`src/wdrt_pkg.sv`:
```
// wdrt_pkg: constants for the watchdog reset and wake-up timer.
// assumes a 125 MHz system clock; watchdog ticks come from a divider.
package wdrt_pkg;

  // control register field positions
  localparam int unsigned CLR_BIT = 0;
  localparam int unsigned RSF_BIT = 2;
  localparam int unsigned TOF_BIT = 3;
  localparam int unsigned WKE_BIT = 4;
  localparam int unsigned IRQE_BIT = 6;
  localparam int unsigned EN_BIT = 7;
  localparam int unsigned SEL_LO = 8;
  localparam int unsigned SEL_HI = 10;

  localparam logic [31:0] CTRL_RESET = 32'h0000_0000;

  // counter geometry
  localparam int unsigned CNT_W = 18;
  localparam int unsigned SEL_BASE_EXP = 4;

  // timing in watchdog clock periods
  localparam int unsigned GRACE_TICKS = 1024;
  localparam int unsigned RST_TICKS = 63;
  localparam logic [10:0] GRACE_LAST = 11'(GRACE_TICKS - 1);
  localparam logic [5:0] RST_LAST = 6'(RST_TICKS - 1);

  // watchdog clock derived from the system clock
  localparam int unsigned SYS_CLK_HZ = 125_000_000;
  localparam int unsigned WD_CLK_HZ = 10_000;
  localparam int unsigned TICK_DIV = SYS_CLK_HZ / WD_CLK_HZ;

  typedef enum logic [2:0] {
    WDRT_COUNT = 3'b001,
    WDRT_GRACE = 3'b010,
    WDRT_RESET = 3'b100
  } wdrt_state_t;

  // mask of low bits that must all be one at the time-out point
  function automatic logic [CNT_W-1:0] sel_mask(input logic [2:0] sel);
    logic [4:0] n;
    n = 5'(SEL_BASE_EXP) + {1'b0, sel, 1'b0};
    sel_mask = CNT_W'((19'h1 << n) - 19'h1);
  endfunction

endpackage

```
`src/wdrt_top.sv`:
```
// wdrt_top: watchdog timer with time-out flag, grace delay, cpu reset
// and power-down wake-up. assumes a single-cycle control write port
// driven from logic on mclk_i, and a power-down level on the same clock.
`timescale 1ns/1ps

// Function
// - 18-bit counter counts up each watchdog tick outside cpu reset
// - enable bit 7 starts the counter
// - select field picks 2^4..2^18 interval
// - time-out sets flag; irq when enabled
// - time-out starts 1024-tick grace delay
// - clear bit resets counter, self-clears
// - grace expiry sets reset flag, resets cpu
// - cpu reset lasts 63 watchdog ticks
// - reset flag survives watchdog reset
// - time-out wakes chip in power-down
// - watchdog clock runs during power-down
module wdrt_top #(
  parameter int unsigned TICK_DIV = wdrt_pkg::TICK_DIV
) (
  // clock and reset
  input wire logic mclk_i,
  input wire logic rst_b_i,
  // control register access
  input wire logic ctrl_wr_i,
  input wire logic [31:0] ctrl_wdata_i,
  output logic [31:0] ctrl_rdata_o,
  // system status
  input wire logic power_down_i,
  // watchdog outputs
  output logic irq_o,
  output logic cpu_reset_o,
  output logic wakeup_o
);

  logic [13:0] div_reg;
  logic tick;
  logic enable_reg;
  logic irq_en_reg;
  logic wake_en_reg;
  logic [2:0] sel_reg;
  logic clear_reg;
  logic tof_reg;
  logic rsf_reg;
  logic [wdrt_pkg::CNT_W-1:0] cnt_reg;
  logic [10:0] grace_reg;
  logic [5:0] rst_cnt_reg;
  wdrt_pkg::wdrt_state_t state_reg;
  logic timeout;
  logic grace_done;
  logic rst_done;

  // free-running tick divider, never gated by power-down
  assign tick = (div_reg == 14'(TICK_DIV - 1));

  always_ff @(posedge mclk_i or negedge rst_b_i)
  begin
    if (!rst_b_i)
      div_reg <= '0;
    else if (tick)
      div_reg <= '0;
    else
      div_reg <= div_reg + 14'h1;
  end

  // one time-out per count phase; grace and cpu reset hold it off
  assign timeout = tick && enable_reg && !clear_reg
    && (state_reg == wdrt_pkg::WDRT_COUNT)
    && ((cnt_reg & wdrt_pkg::sel_mask(sel_reg))
        == wdrt_pkg::sel_mask(sel_reg));
  assign grace_done = tick && enable_reg && !clear_reg
    && (state_reg == wdrt_pkg::WDRT_GRACE)
    && (grace_reg == wdrt_pkg::GRACE_LAST);
  assign rst_done = tick && (state_reg == wdrt_pkg::WDRT_RESET)
    && (rst_cnt_reg == wdrt_pkg::RST_LAST);

  // control bits
  always_ff @(posedge mclk_i or negedge rst_b_i)
  begin
    if (!rst_b_i)
    begin
      enable_reg <= wdrt_pkg::CTRL_RESET[wdrt_pkg::EN_BIT];
      irq_en_reg <= wdrt_pkg::CTRL_RESET[wdrt_pkg::IRQE_BIT];
      wake_en_reg <= wdrt_pkg::CTRL_RESET[wdrt_pkg::WKE_BIT];
      sel_reg <= wdrt_pkg::CTRL_RESET[wdrt_pkg::SEL_HI:wdrt_pkg::SEL_LO];
    end
    else if (ctrl_wr_i)
    begin
      enable_reg <= ctrl_wdata_i[wdrt_pkg::EN_BIT];
      irq_en_reg <= ctrl_wdata_i[wdrt_pkg::IRQE_BIT];
      wake_en_reg <= ctrl_wdata_i[wdrt_pkg::WKE_BIT];
      sel_reg <= ctrl_wdata_i[wdrt_pkg::SEL_HI:wdrt_pkg::SEL_LO];
    end
  end

  // counter-clear bit, dropped by hardware once the counter is reset
  always_ff @(posedge mclk_i or negedge rst_b_i)
  begin
    if (!rst_b_i)
      clear_reg <= 1'b0;
    else if (ctrl_wr_i && ctrl_wdata_i[wdrt_pkg::CLR_BIT])
      clear_reg <= 1'b1;
    else
      clear_reg <= 1'b0;
  end

  // up-counter
  always_ff @(posedge mclk_i or negedge rst_b_i)
  begin
    if (!rst_b_i)
      cnt_reg <= '0;
    else if (clear_reg || rst_done)
      cnt_reg <= '0;
    else if (tick && enable_reg && state_reg != wdrt_pkg::WDRT_RESET)
      cnt_reg <= cnt_reg + 18'h1;
  end

  // sequencing: count, grace delay, cpu reset
  always_ff @(posedge mclk_i or negedge rst_b_i)
  begin
    if (!rst_b_i)
    begin
      state_reg <= wdrt_pkg::WDRT_COUNT;
      grace_reg <= '0;
      rst_cnt_reg <= '0;
    end
    else
    begin
      unique case (state_reg)
        wdrt_pkg::WDRT_COUNT:
        begin
          grace_reg <= '0;
          if (timeout)
            state_reg <= wdrt_pkg::WDRT_GRACE;
        end
        wdrt_pkg::WDRT_GRACE:
        begin
          // a clear landing on the expiry tick itself still aborts the grace
          if (clear_reg || !enable_reg)
            state_reg <= wdrt_pkg::WDRT_COUNT;
          else if (grace_done)
          begin
            state_reg <= wdrt_pkg::WDRT_RESET;
            rst_cnt_reg <= '0;
          end
          else if (tick)
            grace_reg <= grace_reg + 11'h1;
        end
        wdrt_pkg::WDRT_RESET:
        begin
          if (rst_done)
            state_reg <= wdrt_pkg::WDRT_COUNT;
          else if (tick)
            rst_cnt_reg <= rst_cnt_reg + 6'h1;
        end
      endcase
    end
  end

  // sticky flags: set wins over write-one clear
  always_ff @(posedge mclk_i or negedge rst_b_i)
  begin
    if (!rst_b_i)
      tof_reg <= 1'b0;
    else if (timeout)
      tof_reg <= 1'b1;
    else if (ctrl_wr_i && ctrl_wdata_i[wdrt_pkg::TOF_BIT])
      tof_reg <= 1'b0;
  end

  // the external reset or a write-one clears this, not the cpu reset it causes
  always_ff @(posedge mclk_i or negedge rst_b_i)
  begin
    if (!rst_b_i)
      rsf_reg <= 1'b0;
    else if (grace_done)
      rsf_reg <= 1'b1;
    else if (ctrl_wr_i && ctrl_wdata_i[wdrt_pkg::RSF_BIT])
      rsf_reg <= 1'b0;
  end

  // registered outputs; irq follows the time-out tick, in step with the flag
  always_ff @(posedge mclk_i or negedge rst_b_i)
  begin
    if (!rst_b_i)
    begin
      irq_o <= 1'b0;
      cpu_reset_o <= 1'b0;
      wakeup_o <= 1'b0;
    end
    else
    begin
      irq_o <= (tof_reg || timeout) && irq_en_reg;
      cpu_reset_o <= (grace_done || state_reg == wdrt_pkg::WDRT_RESET)
        && !rst_done;
      wakeup_o <= timeout && power_down_i && wake_en_reg;
    end
  end

  // read image, one cycle behind the registers
  always_ff @(posedge mclk_i or negedge rst_b_i)
  begin
    if (!rst_b_i)
      ctrl_rdata_o <= wdrt_pkg::CTRL_RESET;
    else
    begin
      ctrl_rdata_o <= '0;
      ctrl_rdata_o[wdrt_pkg::SEL_HI:wdrt_pkg::SEL_LO] <= sel_reg;
      ctrl_rdata_o[wdrt_pkg::EN_BIT] <= enable_reg;
      ctrl_rdata_o[wdrt_pkg::IRQE_BIT] <= irq_en_reg;
      ctrl_rdata_o[wdrt_pkg::WKE_BIT] <= wake_en_reg;
      ctrl_rdata_o[wdrt_pkg::TOF_BIT] <= tof_reg;
      ctrl_rdata_o[wdrt_pkg::RSF_BIT] <= rsf_reg;
      ctrl_rdata_o[wdrt_pkg::CLR_BIT] <= clear_reg;
    end
  end

endmodule

```
`config.mk`:
```
export PLATFORM = sky130hd
export DESIGN_NAME = wdrt_top
export DESIGN_NICKNAME = d
export VERILOG_FILES = /design/src/wdrt_pkg.sv /design/src/wdrt_top.sv
export SDC_FILE = /design/constraint.sdc
export NUM_CORES = 1
export LEC_CHECK = 0
export BUFFER_PORTS_ARGS = -buffer_cell sky130_fd_sc_hd__buf_2
export CORE_AREA = 3 3 104 81
export DETAILED_ROUTE_END_ITERATION = 10
export DIE_AREA = 0 0 107 84
export PLACE_DENSITY = 0.81
export SLEW_MARGIN = 25
export SYNTH_ARGS = -nofsm -noshare
export SYNTH_HDL_FRONTEND = slang
export SYNTH_SLANG_ARGS = --single-unit
```
`constraint.sdc`:
```
create_clock -name mclk_i -period 2.7 [get_ports mclk_i]
set_input_delay 0 -clock mclk_i [delete_from_list [all_inputs] [get_ports mclk_i]]
set_output_delay 0 -clock mclk_i [all_outputs]
set_load 0.01 [all_outputs]
```
==> summary.txt <==
Status
  • Status: finished clean

Logic synthesis
  • Post-synthesis mux area share: 1.45%
  • Top post-synthesis cells by count: dfrtp_1, nor2_1, nand2_1
  • Top post-synthesis cells by area: dfrtp_1, xnor2_1, buf_4
  • Xor/xnor share of the synthesized area: 8.99%
  • Register area share after synthesis: 49.4%
  • Post-Synth Simple-Gate Area: 23.8%
  • Most instantiated library cell after synthesis: dfrtp_1
  • Compound-cell area share of the yosys netlist: 6.15%
  • Syn_area_per_cell: 9.77 um^2
  • Seq cells post-synth: 73
  • Syn Inst Count: 379
  • Top FF cell, synth: dfrtp_1
  • Synth cell types: 48
  • Synth warnings: 0
  • Largest family of logic cells by synthesized area: simple AND/OR/NAND/NOR gates
  • Fraction of registers with async set/reset: 100%
  • Most area-hungry cell type in the Yosys netlist: dfrtp_1
  • Synth top area share: 48.6%
  • Synth Area in Adders: 3.31%
  • Number of flops mapped to enable cells by yosys: 0
  • Synth Cell Area: 0.00370 mm^2

Cells and area
  • P&R area growth vs syn: 17.7%
  • Ant diodes: 0
  • Fillers: 608
  • NumNets Final: 486
  • Multi-input combinational cell area: 0.00175 mm^2
  • Share of layout cells above drive strength 1: 19.7%
  • Max reg flops: 18
  • Register area: 0.00183 mm^2
  • Util after Layout: 58.9%

Clock tree
  • CTS tree: built
  • Worst-path clk slew: 0.08 ns
  • Clk buf depth: 2
  • Clock latency on the worst-skew pair: 0.35 ns
  • CTS Root Cell: clkbuf_8
  • # clock sinks: 73
  • Htree depth: 3
  • TritonCTS Buffers: 9

Placement
  • Final HPWL DP: 5.11 mm
  • Placer Congestion: 0.830
  • Port Buffers: 24

STA
  • Relative slew slack: 59.8%
  • Worst-Margin Slew: 0.603 ns
  • FMAX: 381 MHz
  • Min Clock Period, post-route: 2.63 ns
  • Max Slew Vio Count: 0
  • Period utilisation layout: 97.3%
  • Setup_tns: 0 ns
  • Final setup viols: 0
  • Final Hold Fails: 0
  • Worst Clk Skew: 0.0123 ns

Worst setup path
  • Worst setup SP type: flop
  • Critical path class: reg2reg
  • CP Capture Type: flop
  • Worst-path fanout max: 14
  • Required @ worst endpoint: 2.99 ns
  • Critical path arrival: 2.91 ns
  • R2R setup slack: 0.07 ns

Die
  • Die W: 107 um
  • FP Rows: 27
  • Number of I/O pins: 71
  • Core area: 0.00740 mm^2
  • Total die area: 0.00899 mm^2
  • Die Ht: 84 um
  • Initial Util: 50.1%

Flow run
  • Max_cap viols: 0

Global route
  • First-pass GRT wire length: 12.5 mm
  • Largest net degree at the start of global routing: 35
  • Number of global-route vias before repair: 2794
  • Initial antenna violation count: 0
  • GRT overflow: 0
  • Gr usage total: 17.5%

Routing
  • WL/cell: 13.5 um
  • DR DRC count: 0
  • Iter 0 DRT Violations: 181
  • Drt pass-1 iters: 4
  • Via density: 5.09
  • Via count: 2785
  • Final wirelength: 7.36 mm
  • Routed Antenna Nets: 0

Pwr
  • Pwr Total: 2320 uW
  • Lkg Pwr: 0.00197 uW
  • VDD IR max: 0.220 mV
  • PD cells: 532 mW/mm^2

Worst hold path
  • Path type of the worst min-delay path: in2reg
[layer usage]
layer	vias up	share of wire (%)	GRT usage (%)
li1	1375	-	-
met1	1333	48	22.9
met2	61	46	27.2
met3	16	4.4	5.10
met4	0	1.8	7.32
met5	-	0	0
[layout by cell type, fill, tap and decap left out, types with 5 or more instances in the layout]
cell type      count
xnor2_1           22
nor3_1            11
nand2_1           42
clkbuf_8           9
buf_4             23
inv_1              8
conb_1            23
nor2b_1            6
nand2b_1           5
xor2_1            16
buf_2             24
nand3_1           21
o21ai_0           15
dlygate4sd3_1     13
nor2_1            44
nand4_1            9
nor3b_1            5
ha_1               7
dfrtp_1           71
a21oi_1            7
[critical path: stages (launching register included)]
cell and delay (ns):
dfrtp_1 0.40, ha_1 0.19, or4b_4 0.48, nor4_4 0.31, buf_6 0.21, nand4_2 0.08, or4_4 0.55, a221o_1 0.33
[per-stage QoR]
stage                     setup slack, ns  std cells  cell area (um^2)  hold WS (ns)
after floorplan                   0.00115        401              3790        -0.296
after global placement             0.0705        512              3960        0.0400
after detailed placement          -0.0173        512              3960        0.0492
after CTS                         0.00271        544              4280       0.00397
after global routing             -0.00410        547              4360        0.0217
final                              0.0741        547              4360        0.0178
[final cells by class]
cell class,instances,share of cell area [%]
multi-input combinational,285,40.1
clock buffer,10,2.93
tap,101,2.90
timing repair buffer,62,10.2
clock inverter,6,0.976
inverter,10,0.861
sequential,73,42.0
[repair_timing]
| item | CTS | global route |
|---|---|---|
| setup buffers | 3 | 3 |
| endpoints found under the setup margin | 1 | 12 |
| hold endpoints to repair | 33 | 0 |
| gates resized for setup | 0 | 14 |
| hold buffers | 13 | 0 |
| pin swaps | 1 | 4 |
[report_power, final]
part,internal (uW),switching [uW]
logic,172,204
registers,1150,46.3
clock network,336,414
total,1650,664
[worst paths after layout]
kind	end	startpoint	depth (start not counted)
setup / recovery	state_reg[0]	div_reg[1]	7
hold / removal	sel_reg[1]	ctrl_wr_i	2
hold reg to reg	ctrl_rdata_o[2]	rsf_reg	0
min in group asynchronous	rst_cnt_reg[2]	rst_b_i	2
setup reg to reg	state_reg[0]	div_reg[1]	7
max in group asynchronous	div_reg[3]	rst_b_i	3
[cells by family (layout without fill, tap and decap cells)]
kind of cell             count (synthesis)  count (layout)
AND/OR/NAND/NOR                        173             173
multiplexers                             5               5
other                                    1              23
XOR/XNOR                                38              38
AO/OA/AOI/OAI                           36              36
buffers and inverters                   43              88
adder cells (fa/ha/maj)                 10              10
flip-flops                              73              73
(Power assumes the default switching activity.)
